[src/rtl/stm_pkg.sv]
/*
 * Constants, register map and carrier types for the standard timer channel.
 * Assumes a classic Wishbone slave with 32-bit data, one register per word.
 */
// Overview of operation
// - compare mode: A match leaves, lowers, raises or toggles pin per select 00..11
// - pwm mode: select forces inactive, active, pwm waveform, or single pulse
// - capture mode: select picks rising, falling, both edges, or none
// - timer/counter mode ignores select, initial level and invert
// - requested level equal to initial level gives no visible pin change
// - counter_on rising returns the compare mode pin to its initial level
// - compare mode: initial level 0 starts pin low, 1 high
// - pwm mode: initial level chooses active low (0) or active high (1)
// - output_invert 1 inverts the pin level, 0 passes it
// - swap 0: P sets period, A duty; swap 1: P duty, A period
// - clear source 1 clears on A match; 0 on P match or overflow
// - overflow clearing applies only when compare_p_value is zero
// - clear source ignored in pwm, single pulse and capture modes
// - P compares counter bits 15..8; 0 gives 65536 clocks, N gives N*256
// - mode 00 is compare match output, cleared by overflow, A or P
// - compare mode, clear source 0: A and P flags both raised
// - compare mode, clear source 1: only A flag raised
// - only A matches and counter_on rises change the pin in compare mode
// - mode 00 compare, 01 capture, 10 pwm/pulse, 11 timer/counter
// - counter_on rise zeroes counter; fall stops and holds the count
// - 16-bit up counter; comparator A checks all 16 bits
// - counter_pause 1 holds the count, 0 resumes from it
package stm_pkg;
	localparam logic [7:0] ADDR_CTRL0    = 8'h00;
	localparam logic [7:0] ADDR_CTRL1    = 8'h04;
	localparam logic [7:0] ADDR_CNT      = 8'h08;
	localparam logic [7:0] ADDR_CMPA     = 8'h0c;
	localparam logic [7:0] ADDR_PCMP     = 8'h10;
	localparam logic [7:0] ADDR_STATUS   = 8'h14;
	localparam logic [7:0] ADDR_CAPTURE  = 8'h18;
	localparam logic [7:0] RST_CTRL0     = 8'h00;
	localparam logic [7:0] RST_CTRL1     = 8'h00;
	localparam logic [15:0] RST_CMPA     = 16'h0000;
	localparam logic [7:0] RST_PCMP      = 8'h00;
	localparam int          CTRL0_ON_BIT  = 3;
	localparam int          CTRL0_PAU_BIT = 7;
	localparam int          STAT_AF_BIT   = 0;
	localparam int          STAT_PF_BIT   = 1;
	localparam int          STAT_CF_BIT   = 2;

	typedef enum logic [1:0] {
		STM_MODE_CMP = 2'b00,
		STM_MODE_CAP = 2'b01,
		STM_MODE_PWM = 2'b10,
		STM_MODE_TMR = 2'b11
	} stm_mode_e;

	typedef struct packed {
		stm_mode_e  mode_select;
		logic [1:0] pin_function_select;
		logic       output_initial_level;
		logic       output_invert;
		logic       duty_period_swap;
		logic       clear_source_select;
	} stm_ctrl1_s;

	typedef struct packed {
		logic a_match;
		logic p_match;
		logic ovf;
	} stm_match_s;
endpackage

[src/rtl/stm_timer.sv]
/*
 * Standard 16-bit timer channel with compare, pwm, single pulse and capture.
 * Assumes a classic Wishbone master on I_MCLK; the capture pin is asynchronous.
 * The timer counts on every I_MCLK edge where I_TCLK_EN is high while counter_on is set and counter_pause is clear, except the edge after counter_on rises.
 */
`timescale 1ns/100ps
module stm_timer (
	input  wire logic        I_MCLK,
	input  wire logic        I_RESETN,
	input  wire logic        I_TCLK_EN,
	input  wire logic        I_WB_CYC,
	input  wire logic        I_WB_STB,
	input  wire logic        I_WB_WE,
	input  wire logic [7:0]  I_WB_ADR,
	input  wire logic [3:0]  I_WB_SEL,
	input  wire logic [31:0] I_WB_DAT,
	output logic      [31:0] O_WB_DAT,
	output logic             O_WB_ACK,
	input  wire logic        I_CAPTURE_INPUT_PIN,
	output logic             O_TIMER_OUTPUT_PIN,
	output logic             O_TIMER_OUTPUT_OE
);
	// registers
	logic [7:0]          ctrl0_ff, nxt_ctrl0;
	stm_pkg::stm_ctrl1_s ctrl1_ff, nxt_ctrl1;
	logic [15:0]         cmpa_ff, nxt_cmpa;
	logic [7:0]          pcmp_ff, nxt_pcmp;
	logic [2:0]          stat_ff, nxt_stat;
	logic [15:0]         cap_ff, nxt_cap;
	logic [15:0]         cnt_ff, nxt_cnt;
	logic                pin_ff, nxt_pin;
	logic                on_d_ff, nxt_on_d;
	logic                ack_ff, nxt_ack;
	logic [31:0]         rdat_ff, nxt_rdat;
	logic                sy1_ff, sy2_ff, sy3_ff;

	logic                on, pause, bus_req, wr;
	logic                on_rise, tick;
	stm_pkg::stm_match_s m;
	logic                clr_cnt, pwm_act, raw_out;
	logic [15:0]         cnt_inc;
	logic                cap_rise, cap_fall, cap_hit, drive_en, nxt_out_pin;

	function automatic logic [7:0] merge8(input logic [7:0] old, input logic [7:0] d,
					     input logic sel);
		merge8 = sel ? d : old;
	endfunction

	assign on      = ctrl0_ff[stm_pkg::CTRL0_ON_BIT];
	assign pause   = ctrl0_ff[stm_pkg::CTRL0_PAU_BIT];
	assign bus_req = I_WB_CYC & I_WB_STB & ~ack_ff;
	// writes land at the edge that samples ack, as a classic master expects
	assign wr      = I_WB_CYC & I_WB_STB & I_WB_WE & ack_ff;
	assign on_rise = on & ~on_d_ff;
	assign tick    = on & ~on_rise & ~pause & I_TCLK_EN;

	assign cnt_inc = cnt_ff + 16'h0001;

	// comparators
	always_comb begin
		m.a_match = tick & (cnt_ff == cmpa_ff);
		// P sees the upper byte about to be reached, so the period is exactly P*256
		m.p_match = tick & (pcmp_ff != 8'h00) & (cnt_inc[15:8] == pcmp_ff)
			    & (cnt_inc[7:0] == 8'h00);
		m.ovf     = tick & (cnt_ff == 16'hffff) & (pcmp_ff == 8'h00);
	end

	// counter clear source per mode
	always_comb begin
		clr_cnt = 1'b0;
		case (ctrl1_ff.mode_select)
		stm_pkg::STM_MODE_CMP, stm_pkg::STM_MODE_TMR: begin
			if (ctrl1_ff.clear_source_select)
				clr_cnt = m.a_match;
			else
				clr_cnt = m.p_match | m.ovf;
		end
		stm_pkg::STM_MODE_PWM: begin
			// period comparator ignores clear source select
			if (ctrl1_ff.duty_period_swap)
				clr_cnt = m.a_match;
			else
				clr_cnt = m.p_match | m.ovf;
		end
		default: clr_cnt = 1'b0;
		endcase
	end

	// capture edge select from synchronised pin
	always_comb begin
		cap_rise = sy2_ff & ~sy3_ff;
		cap_fall = ~sy2_ff & sy3_ff;
		case (ctrl1_ff.pin_function_select)
		2'b00:   cap_hit = cap_rise;
		2'b01:   cap_hit = cap_fall;
		2'b10:   cap_hit = cap_rise | cap_fall;
		default: cap_hit = 1'b0;
		endcase
	end

	// pwm active phase: duty comparator against counter
	always_comb begin
		if (ctrl1_ff.duty_period_swap)
			pwm_act = (pcmp_ff == 8'h00) ? 1'b1 : (cnt_ff[15:8] < pcmp_ff);
		else
			pwm_act = cnt_ff < cmpa_ff;
	end

	// counter, pin, flags, control
	always_comb begin
		nxt_cnt   = cnt_ff;
		nxt_pin   = pin_ff;
		nxt_on_d  = on;
		nxt_stat  = stat_ff;
		nxt_cap   = cap_ff;
		nxt_ctrl0 = ctrl0_ff;
		nxt_ctrl1 = ctrl1_ff;
		nxt_cmpa  = cmpa_ff;
		nxt_pcmp  = pcmp_ff;

		if (on_rise)
			nxt_cnt = 16'h0000;
		else if (clr_cnt)
			nxt_cnt = 16'h0000;
		else if (tick)
			nxt_cnt = cnt_inc;

		// pin follows initial level at on rise, A matches in compare mode
		if (on_rise)
			nxt_pin = ctrl1_ff.output_initial_level;
		else if (ctrl1_ff.mode_select == stm_pkg::STM_MODE_CMP && m.a_match) begin
			case (ctrl1_ff.pin_function_select)
			2'b00:   nxt_pin = pin_ff;
			2'b01:   nxt_pin = 1'b0;
			2'b10:   nxt_pin = 1'b1;
			default: nxt_pin = ~pin_ff;
			endcase
		end

		// write-1-to-clear below; hardware set applied after so set wins
		if (wr && I_WB_ADR == stm_pkg::ADDR_STATUS && I_WB_SEL[0])
			nxt_stat = stat_ff & ~I_WB_DAT[2:0];
		if (ctrl1_ff.mode_select != stm_pkg::STM_MODE_CAP) begin
			if (m.a_match)
				nxt_stat[stm_pkg::STAT_AF_BIT] = 1'b1;
			if ((m.p_match | m.ovf) && !(ctrl1_ff.clear_source_select
			    && ctrl1_ff.mode_select != stm_pkg::STM_MODE_PWM))
				nxt_stat[stm_pkg::STAT_PF_BIT] = 1'b1;
		end

		// capture edges from synchronised pin
		if (ctrl1_ff.mode_select == stm_pkg::STM_MODE_CAP && on) begin
			if (cap_hit) begin
				nxt_cap = cnt_ff;
				nxt_stat[stm_pkg::STAT_CF_BIT] = 1'b1;
			end
		end

		if (wr) begin
			case (I_WB_ADR)
			stm_pkg::ADDR_CTRL0:
				nxt_ctrl0 = merge8(ctrl0_ff, {I_WB_DAT[7:3], 3'b000}, I_WB_SEL[0]);
			stm_pkg::ADDR_CTRL1:
				nxt_ctrl1 = merge8(ctrl1_ff, I_WB_DAT[7:0], I_WB_SEL[0]);
			stm_pkg::ADDR_CMPA: begin
				nxt_cmpa[7:0]  = merge8(cmpa_ff[7:0], I_WB_DAT[7:0], I_WB_SEL[0]);
				nxt_cmpa[15:8] = merge8(cmpa_ff[15:8], I_WB_DAT[15:8], I_WB_SEL[1]);
			end
			stm_pkg::ADDR_PCMP:
				nxt_pcmp = merge8(pcmp_ff, I_WB_DAT[7:0], I_WB_SEL[0]);
			default: ;
			endcase
		end

		// single pulse: A match ends the pulse by switching off
		if (ctrl1_ff.mode_select == stm_pkg::STM_MODE_PWM
		    && ctrl1_ff.pin_function_select == 2'b11 && m.a_match)
			nxt_ctrl0[stm_pkg::CTRL0_ON_BIT] = 1'b0;
	end

	// bus answer: one cycle after request, dropped next cycle
	always_comb begin
		nxt_ack  = bus_req;
		nxt_rdat = 32'h0000_0000;
		case (I_WB_ADR)
		stm_pkg::ADDR_CTRL0:   nxt_rdat[7:0]  = ctrl0_ff;
		stm_pkg::ADDR_CTRL1:   nxt_rdat[7:0]  = ctrl1_ff;
		stm_pkg::ADDR_CNT:     nxt_rdat[15:0] = cnt_ff;
		stm_pkg::ADDR_CMPA:    nxt_rdat[15:0] = cmpa_ff;
		stm_pkg::ADDR_PCMP:    nxt_rdat[7:0]  = pcmp_ff;
		stm_pkg::ADDR_STATUS:  nxt_rdat[2:0]  = stat_ff;
		stm_pkg::ADDR_CAPTURE: nxt_rdat[15:0] = cap_ff;
		default:               nxt_rdat = 32'h0000_0000;
		endcase
	end

	// output level per mode
	always_comb begin
		raw_out = 1'b0;
		case (ctrl1_ff.mode_select)
		stm_pkg::STM_MODE_CMP: raw_out = pin_ff;
		stm_pkg::STM_MODE_PWM: begin
			case (ctrl1_ff.pin_function_select)
			2'b00:   raw_out = ~ctrl1_ff.output_initial_level;
			2'b01:   raw_out = ctrl1_ff.output_initial_level;
			2'b10:   raw_out = on & pwm_act ? ctrl1_ff.output_initial_level
						  : ~ctrl1_ff.output_initial_level;
			default: raw_out = on ? ctrl1_ff.output_initial_level
				      : ~ctrl1_ff.output_initial_level;
			endcase
		end
		default: raw_out = 1'b0;
		endcase
	end

	// pin released in timer/counter and capture modes; invert must not leak there
	assign drive_en    = (ctrl1_ff.mode_select == stm_pkg::STM_MODE_CMP)
			   | (ctrl1_ff.mode_select == stm_pkg::STM_MODE_PWM);
	assign nxt_out_pin = raw_out ^ (ctrl1_ff.output_invert & drive_en);

	always_ff @(posedge I_MCLK) begin
		if (!I_RESETN) begin
			ctrl0_ff <= stm_pkg::RST_CTRL0;
			ctrl1_ff <= stm_pkg::RST_CTRL1;
			cmpa_ff  <= stm_pkg::RST_CMPA;
			pcmp_ff  <= stm_pkg::RST_PCMP;
			stat_ff  <= 3'h0;
			cap_ff   <= 16'h0000;
			cnt_ff   <= 16'h0000;
			pin_ff   <= 1'b0;
			on_d_ff  <= 1'b0;
			ack_ff   <= 1'b0;
			rdat_ff  <= 32'h0000_0000;
			sy1_ff   <= 1'b0;
			sy2_ff   <= 1'b0;
			sy3_ff   <= 1'b0;
			O_TIMER_OUTPUT_PIN <= 1'b0;
			O_TIMER_OUTPUT_OE  <= 1'b0;
		end else begin
			ctrl0_ff <= nxt_ctrl0;
			ctrl1_ff <= nxt_ctrl1;
			cmpa_ff  <= nxt_cmpa;
			pcmp_ff  <= nxt_pcmp;
			stat_ff  <= nxt_stat;
			cap_ff   <= nxt_cap;
			cnt_ff   <= nxt_cnt;
			pin_ff   <= nxt_pin;
			on_d_ff  <= nxt_on_d;
			ack_ff   <= nxt_ack;
			rdat_ff  <= nxt_rdat;
			sy1_ff   <= I_CAPTURE_INPUT_PIN;
			sy2_ff   <= sy1_ff;
			sy3_ff   <= sy2_ff;
			O_TIMER_OUTPUT_PIN <= nxt_out_pin;
			O_TIMER_OUTPUT_OE  <= drive_en;
		end
	end

	assign O_WB_ACK = ack_ff;
	assign O_WB_DAT = rdat_ff;
endmodule

[config.mk]
export PLATFORM = sky130hd
export DESIGN_NAME = stm_timer
export DESIGN_NICKNAME = d
export VERILOG_FILES = /design/src/rtl/stm_pkg.sv /design/src/rtl/stm_timer.sv
export SDC_FILE = /design/constraint.sdc
export NUM_CORES = 1
export LEC_CHECK = 0
export ABC_CLOCK_PERIOD_IN_PS = 2800
export BUFFER_PORTS_ARGS = -buffer_cell sky130_fd_sc_hd__buf_2
export CAP_MARGIN = 20
export CORE_MARGIN = 2
export CORE_UTILIZATION = 25
export CTS_CLUSTER_SIZE = 24
export DETAILED_ROUTE_END_ITERATION = 6
export SYNTH_ARGS = -nofsm -noshare
export SYNTH_HDL_FRONTEND = slang
export SYNTH_SLANG_ARGS = --single-unit
export TNS_END_PERCENT = 30
[constraint.sdc]
create_clock -name I_MCLK -period 2.8 [get_ports I_MCLK]
set_clock_uncertainty 0.15 [all_clocks]
set_input_delay 0.28 -clock I_MCLK [delete_from_list [all_inputs] [get_ports I_MCLK]]
set_output_delay 0.28 -clock I_MCLK [all_outputs]
set_load 0.02 [all_outputs]
==> impl_metrics.tcl <==
set metrics [dict create \
    timing.rr.start "pcmp_ff[7]" \
    drive_above_1_share_pct 23.2 \
    cp-end-kind "register" \
    avgRoutedWirePerCell_um 15.6 \
    antenna_cells 0 \
    grt_start_max_net_pins 34 \
    rows 54 \
    start_util_pct 25.2 \
    cts_sinks 96 \
    route.detailed.drc 0 \
    yosysWarnings 0 \
    r2r-end "cnt_ff[14]" \
    grt_pass1_vias 4765 \
    grt.overflow.total 0 \
    hold_start "I_WB_DAT[14]" \
    yosysSeqAreaShare_pct 35.3 \
    grt_usage_pct 14.2 \
    max_freq_ghz 0.359 \
    wirelength_um 16000 \
    status "complete, no violations" \
    power.leakage_nw 2.47 \
    dp_hpwl_um 11600 \
    drtPass1Iterations 5 \
    cp-start-kind "register" \
    antenna_found_initial 0 \
    cts-buffers-inserted 9 \
    r2r_cells 10 \
    synth_area_um2 5450 \
    netlist_instances 654 \
    fin_crit_sh_pct 99.4 \
    ir_drop_uv 260 \
    slew_violations 0 \
    drv_cap 0 \
    h-tree-depth 3 \
    utilization_pct 30.9 \
    hold_viol 0 \
    avgSynthCellArea_um2 8.33 \
    worst_hold_path.num_cells 3 \
    worst_skew_pair.late_latency_ns 0.35 \
    max_slew_margin_pct 55.6 \
    dieHeight_um 152 \
    place.gp.congestion 0.851 \
    path_clk_slew_ns 0.07 \
    hp-class "primary input to register" \
    powerDensity_nw_per_um2 406 \
    dr_total_vias 5008 \
    io_pins 86 \
    area_delta_synth_final_pct 22.5 \
    synth-edff-count 0 \
    critPathKind "register to register" \
    cp.arrival_ns 2.87 \
    worst_pin_slew_ns 0.665 \
    min_to "cmpa_ff[14]" \
    required_ns 2.89 \
    nets 821 \
    via_per_inst 4.90 \
    synth_ff_type "dfxtp_1" \
    final-setup-viol-count 0 \
    antenna_left 0 \
    grt_setup_unrepaired "yes" \
    port_buffers 51 \
    grt_pass1_wl_um 25200 \
    fin_crit_ns 2.78 \
    cts_buffer_depth 2 \
    ys_ff_latch 96 \
    async_flop_share_pct 0 \
    ys_types 62 \
    die_w_um 152 \
    die_area_um2 23000 \
    whs_ns 0.0193 \
    fin_area_um2 6670 \
    core_um2 21600 \
    cts_root_buf "clkbuf_16" \
    crit_fanout 8 \
    cts_tree "yes" \
    placed_area_um2 6120 \
    drtIter0Drc 366 \
    reg2reg_setup_slack_ns 0.02 \
]
## layer usage
layer	vias up	part of all wire, %	track usage [%]
met2	168	45	23.0
met1	2380	47	19.2
met5	-	0	0
li1	2442	-	-
met3	18	6.6	3.17
met4	0	1.6	3.47
## what timing repair did
action,in CTS,in global routing
hold buffers,1,0
setup endpoints to repair,16,17
pin swaps,1,12
resized for setup,0,43
hold endpoints to repair,1,0
buffers inserted,0,8
gates cloned,0,1
## critical path: stages (launching register included)
cell and delay, ns:
dfxtp_2 0.40, xor2_4 0.18, mux2_4 0.33, nor4b_4 0.29, o2111ai_2 0.15, nor4b_4 0.36, buf_4 0.18, a211oi_4 0.06
o211ai_4 0.31, clkbuf_16 0.22, nor2_2 0.04
## sequential cells by signal, summed over array words and instances, names as in the netlist, 3 cells and up
name and cells:
O_WB_DAT 16, cmpa_ff 16, cap_ff 16, pcmp_ff 8, stat_ff 3, cnt_ff 16, ctrl0_ff 5, ctrl1_ff 8
## worst max path at each step
stage	cells after the start	startpoint	to
2_1_floorplan	10	cnt_ff[0]	cnt_ff[8]
3_3_place_gp	11	cnt_ff[0]	cnt_ff[6]
3_5_place_dp	11	cnt_ff[0]	cnt_ff[2]
4_1_cts	11	cnt_ff[0]	cnt_ff[2]
5_1_grt	10	cnt_ff[15]	cnt_ff[12]
6_report	10	pcmp_ff[7]	cnt_ff[14]
## final cells by class
class / instances / area, um^2
fillers: 2311 / 15000
multi-input cells: 481 / 3170
flip-flops and latches: 96 / 1950
repair buffers: 113 / 781
well taps: 280 / 350
clock buffers: 11 / 233
inverters: 36 / 135
clock inverters: 5 / 56.3
## where the power goes
part,internal (mW),leakage (nW),switching (mW)
logic,0.0338,1.54,0.0737
registers,1.36,0.782,0.00121
clock network,0.694,0.140,0.541
## kinds of logic (layout without fill, tap and decap cells)
| family | Yosys count | count (layout) | synth area share (%) |
|---|---|---|---|
| AOI/OAI and AO/OA | 142 | 142 | 17.1 |
| xor gates and xnor gates | 22 | 22 | 3.54 |
| adders and majority gates | 33 | 33 | 7.58 |
| buffers and inverters | 92 | 165 | 9.86 |
| DFF | 96 | 96 | 35.3 |
| muxes | 29 | 29 | 5.44 |
| other | 1 | 16 | 0.0689 |
| and+or+nand+nor | 239 | 239 | 21.2 |
## layout by cell type (no fill, tap or decap), types with 27 or more instances in the layout
| master | Yosys | routed |
|---|---|---|
| mux2i_1 | 27 | 27 |
| nand2_1 | 70 | 70 |
| ha_1 | 33 | 32 |
| a21oi_1 | 56 | 56 |
| buf_4 | 20 | 54 |
| nand3_1 | 44 | 42 |
| buf_2 | 1 | 51 |
| a22oi_1 | 35 | 34 |
| nor2_1 | 67 | 64 |
| dfxtp_1 | 96 | 83 |
| inv_1 | 36 | 35 |
## metrics by stage
step	worst slack, ns	power (mW)	std cells	TNS, ns
after detailed placement	-0.0508	1.50	996	-0.669
after global placement	-0.0321	1.50	996	-0.436
after floorplan	0.289	1.47	669	0
final	0.0177	2.71	1022	0
after global routing	-0.0327	2.79	1022	-0.223
after CTS	-0.00239	2.73	1013	-0.00285
## synthesized netlist by cell type, types with 9 or more instances
master,n,area (um^2)
a21oi_1,56,280
a22oi_1,35,263
a31oi_1,9,56.3
buf_4,20,150
clkbuf_1,20,75.1
dfxtp_1,96,1920
ha_1,33,413
inv_1,36,135
mux2i_1,27,270
nand2_1,70,263
nand3_1,44,220
nand4_1,9,56.3
nor2_1,67,251
nor3_1,10,50.1
o21ai_0,11,55.1
xnor2_1,13,114
xor2_1,9,78.8
Power figures use the tool's default switching activity.
